**src/pport_consts.vh**
```
// Constants for the parallel port host register block
`ifndef PPORT_CONSTS_VH
`define PPORT_CONSTS_VH
`define OFS_DATA        3'h0
`define OFS_STATUS      3'h1
`define OFS_CONTROL     3'h2
`define OFS_EPP_ADDR    3'h3
`define OFS_EPP_DATA0   3'h4
`define STS_TIMEOUT     0
`define STS_FAULT       3
`define STS_ONLINE      4
`define STS_MEDIA       5
`define STS_ACK         6
`define STS_READY       7
`define CTL_STROBE      0
`define CTL_FEED        1
`define CTL_INIT        2
`define CTL_SELIN       3
`define CTL_IRQEN       4
`define CTL_DIR         5
`define DATA_RST        8'h00
`define CTRL_RST        6'h00
`define MODE_PRINTER    2'h0
`define MODE_BIDIR      2'h1
`define MODE_EPP        2'h2
`define CLK_MHZ         250
`define EPP_TMO_US      10
`define EPP_TMO_CYC     (`EPP_TMO_US * `CLK_MHZ)
`endif

```
**src/word_buffer.v**
```verilog
// Two-entry valid/ready buffer for read data
`timescale 1ns/1ps
`default_nettype none
module word_buffer (
  // Clock and reset
  input  wire       core_clk,
  input  wire       rst_n,
  // Fill side
  input  wire       inValid,
  output wire       inReady,
  input  wire [7:0] inData,
  // Drain side
  output wire       outValid,
  input  wire       outReady,
  output reg  [7:0] outData
);
  reg [7:0] slot1Q;
  reg [1:0] countQ;
  wire      push;
  wire      pop;
  assign inReady  = (countQ != 2'h2);
  assign outValid = (countQ != 2'h0);
  assign push     = inValid & inReady;
  assign pop      = outValid & outReady;
  // Head register feeds outData directly; slot1 holds the overflow word
  always @(posedge core_clk or negedge rst_n) begin
    if (!rst_n) begin
      countQ  <= 2'h0;
      outData <= 8'h00;
      slot1Q  <= 8'h00;
    end else begin
      if (push && !pop) begin
        countQ <= countQ + 2'h1;
        if (countQ == 2'h0)
          outData <= inData;
        else
          slot1Q <= inData;
      end else if (pop && !push) begin
        countQ  <= countQ - 2'h1;
        outData <= slot1Q;
      end else if (push && pop) begin
        if (countQ == 2'h1)
          outData <= inData;
        else begin
          outData <= slot1Q;
          slot1Q  <= inData;
        end
      end
    end
  end
endmodule // word_buffer
`default_nettype wire

```
**src/parallel_port_regs.v**
```verilog
// Host register block of a multi-mode parallel port
`timescale 1ns/1ps
`default_nettype none
`include "pport_consts.vh"
module parallel_port_regs #(
  parameter [11:0] EPP_TMO_CYCLES = `EPP_TMO_CYC
) (
  // Clock and reset
  input  wire       core_clk,
  input  wire       rst_n,
  // Mode selection from configuration
  input  wire [1:0] portMode,
  // Host access port
  input  wire       hostReq,
  input  wire       hostWrite,
  input  wire [2:0] hostAddr,
  input  wire [7:0] hostWdata,
  output wire       hostReady,
  output wire       rdValid,
  input  wire       rdReady,
  output wire [7:0] rdData,
  // Parallel data lines
  input  wire [7:0] pdIn,
  output reg  [7:0] pdOut,
  output reg        pdOe,
  // Peripheral status inputs
  input  wire       faultInput,
  input  wire       onlineInput,
  input  wire       mediaInput,
  input  wire       ackInput,
  input  wire       busyInput,
  input  wire       waitInput,
  // Printer control outputs (active low where noted)
  output reg        strobeOut_n,
  output reg        lineFeedOut_n,
  output reg        initOut,
  output reg        selectInOut_n,
  output reg        irqEnable,
  // EPP strobes
  output reg        eppWriteOut_n,
  output reg        eppDataStbOut_n,
  output reg        eppAddrStbOut_n
);
  localparam [1:0] ST_IDLE = 2'h0;
  localparam [1:0] ST_WAITLO = 2'h1;
  localparam [1:0] ST_STB = 2'h2;
  localparam [1:0] ST_DONE = 2'h3;

  reg  [7:0]  dataQ;
  reg  [5:0]  ctrlQ;
  reg         timeoutQ;
  reg  [7:0]  eppLatchQ;
  reg  [1:0]  stQ;
  reg  [11:0] tmrQ;
  reg         eppWrQ;
  reg         eppAddrQ;
  reg  [7:0]  pdS1Q, pdS2Q;
  reg  [5:0]  inS1Q, inS2Q;
  reg  [7:0]  statusSnap;
  reg  [7:0]  rdMux;
  wire        eppMode;
  wire        isEppPort;
  wire        bufReady;
  wire        access;
  wire        eppStart;
  wire        eppBusy;
  wire        pushRd;
  wire        eppTimeout;
  wire        eppFinish;
  wire [7:0]  ctrlByte;

  assign eppMode   = (portMode == `MODE_EPP);
  assign isEppPort = (hostAddr >= `OFS_EPP_ADDR);
  assign eppBusy   = (stQ != ST_IDLE);
  // Host stalls while an EPP cycle runs or the read buffer is full
  assign hostReady = bufReady & ~eppBusy;
  assign access    = hostReq & hostReady;
  assign eppStart  = access & isEppPort & eppMode;
  assign ctrlByte  = {2'b00, ctrlQ};
  assign eppTimeout = eppBusy && (stQ != ST_DONE) && (tmrQ == EPP_TMO_CYCLES);
  assign eppFinish  = (stQ == ST_DONE) | eppTimeout;

  // Two-flop synchronisers on all cable inputs
  always @(posedge core_clk or negedge rst_n) begin
    if (!rst_n) begin
      pdS1Q <= 8'h00;
      pdS2Q <= 8'h00;
      inS1Q <= 6'h00;
      inS2Q <= 6'h00;
    end else begin
      pdS1Q <= pdIn;
      pdS2Q <= pdS1Q;
      inS1Q <= {waitInput, busyInput, ackInput, mediaInput, onlineInput, faultInput};
      inS2Q <= inS1Q;
    end
  end

  // Status image, sampled on the single read cycle and then held in the buffer
  always @* begin
    statusSnap = 8'h00;
    statusSnap[`STS_TIMEOUT] = timeoutQ & eppMode;
    statusSnap[`STS_FAULT]   = inS2Q[0];
    statusSnap[`STS_ONLINE]  = inS2Q[1];
    statusSnap[`STS_MEDIA]   = inS2Q[2];
    statusSnap[`STS_ACK]     = inS2Q[3];
    statusSnap[`STS_READY]   = ~inS2Q[4];
  end

  // Read data selection for non-EPP ports
  always @* begin
    case (hostAddr)
      `OFS_DATA: rdMux = (eppMode || portMode == `MODE_BIDIR) && ctrlQ[`CTL_DIR] ? pdS2Q
                         : (portMode == `MODE_PRINTER ? pdS2Q : pdS2Q);
      `OFS_STATUS:  rdMux = statusSnap;
      `OFS_CONTROL: rdMux = ctrlByte;
      default:      rdMux = 8'h00;
    endcase
  end

  // Reads push a byte now, except EPP reads which push when the cycle ends
  assign pushRd = (access & ~hostWrite & ~eppStart) | (eppFinish & ~eppWrQ);

  word_buffer u_rdbuf (
    .core_clk (core_clk),
    .rst_n    (rst_n),
    .inValid  (pushRd),
    .inReady  (bufReady),
    .inData   (eppFinish ? (eppTimeout ? 8'h00 : eppLatchQ) : rdMux),
    .outValid (rdValid),
    .outReady (rdReady),
    .outData  (rdData)
  );

  // Host-visible registers
  always @(posedge core_clk or negedge rst_n) begin
    if (!rst_n) begin
      dataQ    <= `DATA_RST;
      ctrlQ    <= `CTRL_RST;
      timeoutQ <= 1'b0;
    end else begin
      if (access && hostWrite && hostAddr == `OFS_DATA)
        dataQ <= hostWdata;
      if (access && hostWrite && hostAddr == `OFS_CONTROL)
        ctrlQ <= hostWdata[5:0];
      // A timeout in the same cycle as a clear write wins
      if (eppTimeout)
        timeoutQ <= 1'b1;
      else if (access && hostWrite && eppMode && hostAddr == `OFS_STATUS &&
               hostWdata[`STS_TIMEOUT])
        timeoutQ <= 1'b0;
    end
  end

  // EPP cycle engine with watchdog; minimal handshake on the wait line
  always @(posedge core_clk or negedge rst_n) begin
    if (!rst_n) begin
      stQ       <= ST_IDLE;
      tmrQ      <= 12'h000;
      eppWrQ    <= 1'b0;
      eppAddrQ  <= 1'b0;
      eppLatchQ <= 8'h00;
    end else begin
      case (stQ)
        ST_IDLE: begin
          tmrQ <= 12'h000;
          if (eppStart) begin
            eppWrQ    <= hostWrite;
            eppAddrQ  <= (hostAddr == `OFS_EPP_ADDR);
            eppLatchQ <= hostWdata;
            stQ       <= inS2Q[5] ? ST_WAITLO : ST_STB;
          end
        end
        ST_WAITLO: begin
          tmrQ <= tmrQ + 12'h001;
          if (eppTimeout)
            stQ <= ST_IDLE;
          else if (!inS2Q[5])
            stQ <= ST_STB;
        end
        ST_STB: begin
          tmrQ <= tmrQ + 12'h001;
          if (eppTimeout)
            stQ <= ST_IDLE;
          else if (inS2Q[5]) begin
            if (!eppWrQ)
              eppLatchQ <= pdS2Q;
            stQ <= ST_DONE;
          end
        end
        ST_DONE: stQ <= ST_IDLE;
        default: stQ <= ST_IDLE;
      endcase
    end
  end

  // Cable outputs from flops
  always @(posedge core_clk or negedge rst_n) begin
    if (!rst_n) begin
      pdOut           <= 8'h00;
      pdOe            <= 1'b1;
      strobeOut_n     <= 1'b1;
      lineFeedOut_n   <= 1'b1;
      initOut         <= 1'b0;
      selectInOut_n   <= 1'b1;
      irqEnable       <= 1'b0;
      eppWriteOut_n   <= 1'b1;
      eppDataStbOut_n <= 1'b1;
      eppAddrStbOut_n <= 1'b1;
    end else begin
      pdOut <= (stQ == ST_STB && eppWrQ) ? eppLatchQ : dataQ;
      if (portMode == `MODE_PRINTER)
        pdOe <= 1'b1;
      else if (stQ == ST_STB)
        pdOe <= eppWrQ | ctrlQ[`CTL_STROBE];
      else
        pdOe <= ~ctrlQ[`CTL_DIR];
      strobeOut_n     <= ~ctrlQ[`CTL_STROBE];
      lineFeedOut_n   <= ~ctrlQ[`CTL_FEED];
      initOut         <= ctrlQ[`CTL_INIT];
      selectInOut_n   <= ~ctrlQ[`CTL_SELIN];
      irqEnable       <= ctrlQ[`CTL_IRQEN];
      eppWriteOut_n   <= ~((stQ != ST_IDLE) && (eppWrQ | ctrlQ[`CTL_STROBE]));
      eppDataStbOut_n <= ~(stQ == ST_STB && !eppAddrQ);
      eppAddrStbOut_n <= ~(stQ == ST_STB && eppAddrQ);
    end
  end
endmodule // parallel_port_regs
`default_nettype wire

```
**config.mk**
```make
export PLATFORM = sky130hd
export DESIGN_NAME = parallel_port_regs
export DESIGN_NICKNAME = d
export VERILOG_FILES = /design/src/word_buffer.v /design/src/parallel_port_regs.v
export VERILOG_INCLUDE_DIRS = /design/src
export SDC_FILE = /design/constraint.sdc
export NUM_CORES = 1
export LEC_CHECK = 0
export ABC_AREA = 1
export ABC_CLOCK_PERIOD_IN_PS = 4010
export BUFFER_PORTS_ARGS = -buffer_cell sky130_fd_sc_hd__buf_2
export CORE_MARGIN = 2
export CORE_UTILIZATION = 55
export CTS_CLUSTER_SIZE = 28
export DETAILED_ROUTE_END_ITERATION = 10
export MAX_ROUTING_LAYER = met4
export PLACE_DENSITY = 0.81
export SLEW_MARGIN = 10
export SYNTH_ARGS = -nofsm -noshare
export SYNTH_HDL_FRONTEND = slang
export SYNTH_SLANG_ARGS = --single-unit
```
**constraint.sdc**
```tcl
create_clock -name core_clk -period 4.01 [get_ports core_clk]
set_input_delay 0.2005 -clock core_clk [delete_from_list [all_inputs] [get_ports core_clk]]
set_output_delay 0.2005 -clock core_clk [all_outputs]
set_load 0.02 [all_outputs]
```
**Word level (Yosys, flattened, before mapping)**

Cells that the tools add are included.

- Register bits: 102
- Bits of input ports: 32
- Output and inout port bits: 27
- Logic and storage cells: 144

- Add/sub/neg operators: 3
- Magnitude comparators: 1
- Equal/unequal tests: 21
- Multiplexer cells: 33
- Bitwise logic cells: 25
- Reduce and logical (&&, ||, !) cells: 36

Operators with widths:

| operator | count |
|---|---|
| $mux 8 | 17 |
| $pmux 12 s2 | 1 |
| $pmux 8 s3 | 1 |
| $mux 2 | 8 |
| $ne 2x2->1 const B | 8 |
| $pmux 8 s2 | 1 |
| $logic_and 1x1->1 | 15 |
| $reduce_bool 2->1 | 7 |
| $add 12x1->12 const B | 1 |
| $eq 12x12->1 const B | 1 |
| $not 1->1 | 12 |
| $and 1x1->1 | 10 |
| $pmux 2 s4 | 1 |
| $eq 2x2->1 const B | 3 |
| $eq 3x2->1 const B | 2 |
| $logic_not 2->1 | 3 |
| $ne 3x3->1 const B | 2 |
| $reduce_and 5->1 | 1 |
| $eq 2x1->1 const B | 2 |
| $mux 1 | 4 |
| $ne 2x1->1 const B | 2 |
| $reduce_and 2->1 | 2 |
| $reduce_and 4->1 | 1 |
| $eq 3x1->1 const B | 1 |
| other kinds (9) | 13 |

**Depth between registers and ports, before layout**

- Depth after elaboration: 14
- Gate-level depth with buffers: 19
- Depth with buffers taken out: 18

**Modules after synthesis**

Synthesis repeated with hierarchy kept, for this count alone.

- Cells, all modules: 522
- Area, all modules: 4,604.4 um^2

Modules (own cells, without submodules):

| module | times used | cells an instance | area each (um^2) | sequential area each (um^2) |
|---|---|---|---|---|
| parallel_port_regs | 1 | 388 | 3,523.4 | 2,110.8 |
| word_buffer | 1 | 134 | 1,081.0 | 450.4 |

**Least setup slack after synthesis**

OpenSTA, ideal clock, no wires.

- Kind: reg-to-reg
- From: reg stQ[0]
- To: reg u_rdbuf.outData[0]
- Setup time: 0.117 ns
- Arrival time: 2.452 ns
- Data required time: 3.893 ns
- Setup slack: 1.441 ns
- Cell stages (with the launch flop): 18
- Buffers on the path: 1
- Period minus slack after synthesis: 2.569 ns
- Cell sequence: dfrtp_1 -> inv_1 -> ha_1 -> and3_4 -> nand2_4 -> nand3_2 -> nand2_2 -> nand2_1 -> inv_2 -> ha_1 -> a21oi_1 -> inv_1 -> buf_1 -> or2_2 -> nand2_1 -> clkinv_1 -> nand2_1 -> nand2_1

- Word-level cells in the longest chain between the ends: 14
- Elaborated cells on any way between the ends: 31
- Those cells by class: eq/ne (3); mux (7); bitwise (12); reduce/logical (9)

Ends and longest elaborated chain:

| element | RTL line | text |
|---|---|---|
| start, declared | parallel_port_regs.v:53 | `reg [1:0] stQ;` |
| start signal, assigned | parallel_port_regs.v:170 | `stQ <= inS2Q[5] ? ST_WAITLO : ST_STB;` |
| $reduce_bool 2->1 | parallel_port_regs.v:74 | `assign eppBusy = (stQ != ST_IDLE);` |
| $not 1->1 | parallel_port_regs.v:76 | `assign hostReady = bufReady & ~eppBusy;` |
| $and 1x1->1 | parallel_port_regs.v:76 |  |
| $and 1x1->1 | parallel_port_regs.v:77 | `assign access = hostReq & hostReady;` |
| $and 1x1->1 (2 in a row) | parallel_port_regs.v:78 | `assign eppStart = access & isEppPort & eppMode;` |
| $not 1->1 | parallel_port_regs.v:121 | `assign pushRd = (access & ~hostWrite & ~eppStart) \| (eppFinish & ~eppWrQ);` |
| $and 1x1->1 | parallel_port_regs.v:121 |  |
| $or 1x1->1 | parallel_port_regs.v:121 |  |
| $and 1x1->1 | word_buffer.v:23 | `assign push = inValid & inReady;` |
| $logic_not 1->1 | word_buffer.v:38 | `end else if (pop && !push) begin` |
| $logic_and 1x1->1 | word_buffer.v:38 |  |
| $reduce_bool 3->1 (no source line) / $mux 8 (equally long branches) | - |  |
| $reduce_and 2->1 (no source line) / $mux 8 (equally long branches) | - |  |
| end signal, assigned | word_buffer.v:40 | `outData <= slot1Q;` |
| end signal, assigned | word_buffer.v:43 | `outData <= inData;` |
| end signal, assigned | word_buffer.v:45 | `outData <= slot1Q;` |
| end, declared | word_buffer.v:15 | `output reg [7:0] outData` |

Several ways; a longest one is shown, not always the timed one. The select of a mux whose other input is x is not followed.
A chain may end at the register's enable or synchronous reset.

**Final worst setup path**

Same ends and word-level chain as after synthesis.

==> metrics.yaml <==
run_status:
  status: "complete, no violations"
power:
  p_int_mw: 2.133
  switching_share: 0.4173
  clkPwrFrac: 0.179
  power.leakage_nw: 2.674
  ir_worst_vdd_uv: 302.2
  p_sw_mw: 1.528
  powerDensity_nw_per_um2: 691.1
  combPwrFrac: 0.410
  seqPwrFrac: 0.411
finish:
  final_cell_mix: "116 x nand2_1, 95 x dfrtp_1, 59 x nand3_1"
  multiInputGateArea_um2: 1714
  fillCellCount: 686
  fin_nets: 611
  mostFrequentLayoutCell: "nand2_1"
  drive_gt1_frac: 0.2304
  seq_area_um2: 2561
  fin_cells: 678
  antennaDiodeCount: 0
  areaGrowthSynthToFinish_pct: 14.68
sta:
  skew_ps: 14.09
  fin_crit_sh: 0.7026
  fmax_ghz: 0.3549
  worst_pin_slew_ps: 810.7
  slew_violations: 0
  setup_viol: 0
  final.min_clock_period_ps: 2817
  slew-limit-headroom: 0.4595
  tns_ps: 0
  rsz0062_at_grt: "false"
  hold_viol: 0
worst_setup_path:
  start_kind: "flip-flop"
  cp_max_fo: 21
  end_kind: "flip-flop"
  path_class: "reg -> reg"
  cp_data_required_time_ps: 4280
  cp.arrival_ps: 3090
yosys:
  syn_nets: 541
  synthCells: 498
  netlist_area_um2: 4619
  synth-seq-cells: 102
  yosys.area.top_type: "dfrtp_1"
  yosys_warnings: 0
  syn_avg_cell_area_um2: 9.276
  synth_area_leaders: "dfrtp_1 51%, nand2_1 9.4%, nand3_1 6.4%, dfstp_2 4.0%, inv_1 3.5%"
  ys_seq_area_frac: 0.5544
  yosysTopAreaCellShare: 0.5146
  synth_cell_type_count: 41
global_route:
  grt_first_pass_wirelength_um: 15190
  antenna_found_initial: 0
  gr-total-overflow: 0
  grt_use_total: 0.2223
  grt_max_degree: 69
  grt_pass1_vias: 3329
floorplanning:
  start_util: 0.5650
  io_pins: 59
  die_h_um: 95.65
  core_area_um2: 8175
  num_rows: 33
  fp.dieW_um: 95.65
  fp.dieArea_um2: 9148
clocking:
  numCtsBuffers: 9
  clk_path_buf_depth: 2
  clk_pin_slew_worst_paths_ps: 100
  ctsResizeCount: 0
  clkLatencyLatePin_ps: 380
  cts.sinks: 102
  htreeDepth: 3
  cts_tree: "built"
  root_buffer: "clkbuf_8"
placed_design:
  numPlacedInstances: 647
  place.gp.congestion: 0.8709
  numPortBuffers: 58
  dp_hpwl_um: 6275
drt:
  dr.pass1.iters: 5
  drt-total-wl_um: 8725
  wl_per_cell_um: 12.87
  dr_total_vias: 3404
  postRouteAntennaNets: 0
  vias_per_cell: 5.021
  remaining_drc_errors: 0
  drt_iter0_drc: 230
min_path:
  hold_path_class: "in -> reg"
job:
  maxCapViolCount: 0
-- Yosys cell counts --
cell / count
a21oi_1: 16
a21oi_4: 2
a31oi_1: 1
and3_4: 1
buf_1: 2
buf_12: 1
buf_2: 3
buf_4: 3
buf_6: 4
clkbuf_1: 3
clkinv_1: 1
clkinv_2: 1
dfrtp_1: 95
dfstp_2: 7
ha_1: 11
inv_1: 43
inv_2: 14
mux2i_1: 2
nand2_1: 116
nand2_2: 4
nand2_4: 2
nand3_1: 59
nand3_2: 1
nand3_4: 3
nand3b_1: 1
nand4_1: 5
nor2_1: 24
nor2_2: 2
nor3_1: 8
nor3_4: 1
o211a_1: 1
o21a_1: 2
o21ai_0: 16
o21ai_1: 18
o21ai_2: 9
o221ai_1: 2
o31ai_1: 1
or2_1: 1
or2_2: 9
xnor2_1: 1
xor2_1: 2
-- logic make-up (layout without fill, tap and decap cells) --
family | Yosys count | count (layout) | synth area share
multiplexers | 2 | 2 | 0.004334
flip-flops | 102 | 102 | 0.5544
XOR/XNOR | 3 | 3 | 0.005689
AND/OR/NAND/NOR | 237 | 237 | 0.2408
adder cells (fa/ha/maj) | 11 | 11 | 0.02979
buffers and inverters | 75 | 150 | 0.07448
AO/OA/AOI/OAI | 68 | 68 | 0.09047
-- metal layers --
layer / vias up / global-route usage / part of all wire
li1: 1748 / - / -
met1: 1549 / 0.2941 / 0.46
met2: 91 / 0.3456 / 0.47
met3: 16 / 0.04348 / 0.054
met4: 0 / 0.07738 / 0.018
met5: - / - / 0
-- through the flow --
step | power, mW | setup WS (ps) | utilization | hold WS (ps) | cell area [um2]
3_3_place_gp | 2.958 | 1291 | 0.6039 | 307.8 | 4937
6_report | 3.661 | 1193 | 0.6480 | 39.57 | 5298
4_1_cts | 3.683 | 1180 | 0.6480 | 35.54 | 5298
3_5_place_dp | 3.016 | 1223 | 0.6039 | 309.8 | 4937
2_1_floorplan | 2.698 | 1441 | - | -95.09 | 4619
5_1_grt | 3.958 | 852.6 | 0.6480 | 37.70 | 5298
-- worst paths after layout --
| check | from | to | slack [ps] | cells after the start |
|---|---|---|---|---|
| hold reg to reg | pdS1Q[2] | pdS2Q[2] | 350 | 0 |
| setup / recovery | stQ[0] | u_rdbuf.outData[0] | 1190 | 19 |
| min in group asynchronous | rst_n | tmrQ[5] | 450 | 2 |
| max in group asynchronous | rst_n | selectInOut_n | 2610 | 3 |
| setup reg to reg | stQ[0] | u_rdbuf.outData[0] | 1190 | 19 |
| hold / removal | portMode[1] | pdOe | 40 | 2 |
-- flip-flops by register name (all words and copies together) (netlist names), 2 cells and up --
signal           count
tmrQ                12
pdS1Q                8
pdOut                8
inS1Q                6
u_rdbuf.countQ       2
ctrlQ                6
pdS2Q                8
u_rdbuf.slot1Q       8
eppLatchQ            8
u_rdbuf.outData      8
dataQ                8
inS2Q                6
stQ                  2
-- cell type report --
type | instances | area share
timing repair buffer | 75 | 0.08644
clock buffer | 9 | 0.02338
multi-input combinational | 321 | 0.3236
sequential | 102 | 0.4835
clock inverter | 7 | 0.01630
tap | 105 | 0.02480
inverter | 59 | 0.04204
-- power by group through the flow --
stage	Clock, mW	Combinational (mW)	Sequential, mW
2_1_floorplan	0	1.09	1.61
3_3_place_gp	0	1.45	1.51
3_5_place_dp	0	1.49	1.53
4_1_cts	0.666	1.51	1.51
5_1_grt	0.713	1.70	1.55
6_report	0.656	1.50	1.50
-- what timing repair did --
item	4_1_cts	5_1_grt
hold buffers	15	0
endpoints found under the hold margin	75	0
buffers inserted	0	0
-- worst max-delay path, cell delays in order, from the launching register on --
cell and delay [ps]:
dfrtp_1 400, inv_1 80, ha_1 340, nand2_1 80, nor2_1 40, nand3_1 60
buf_4 220, nand2_1 70, nand2_1 70, nand2_2 100, nand2_1 110, inv_2 40
ha_1 230, a21oi_1 120, inv_1 200, or2_2 330, nand2_1 70, clkinv_1 50
nand2_1 50, nand2_1 40
Note: power is estimated with default switching activity, not from simulation.
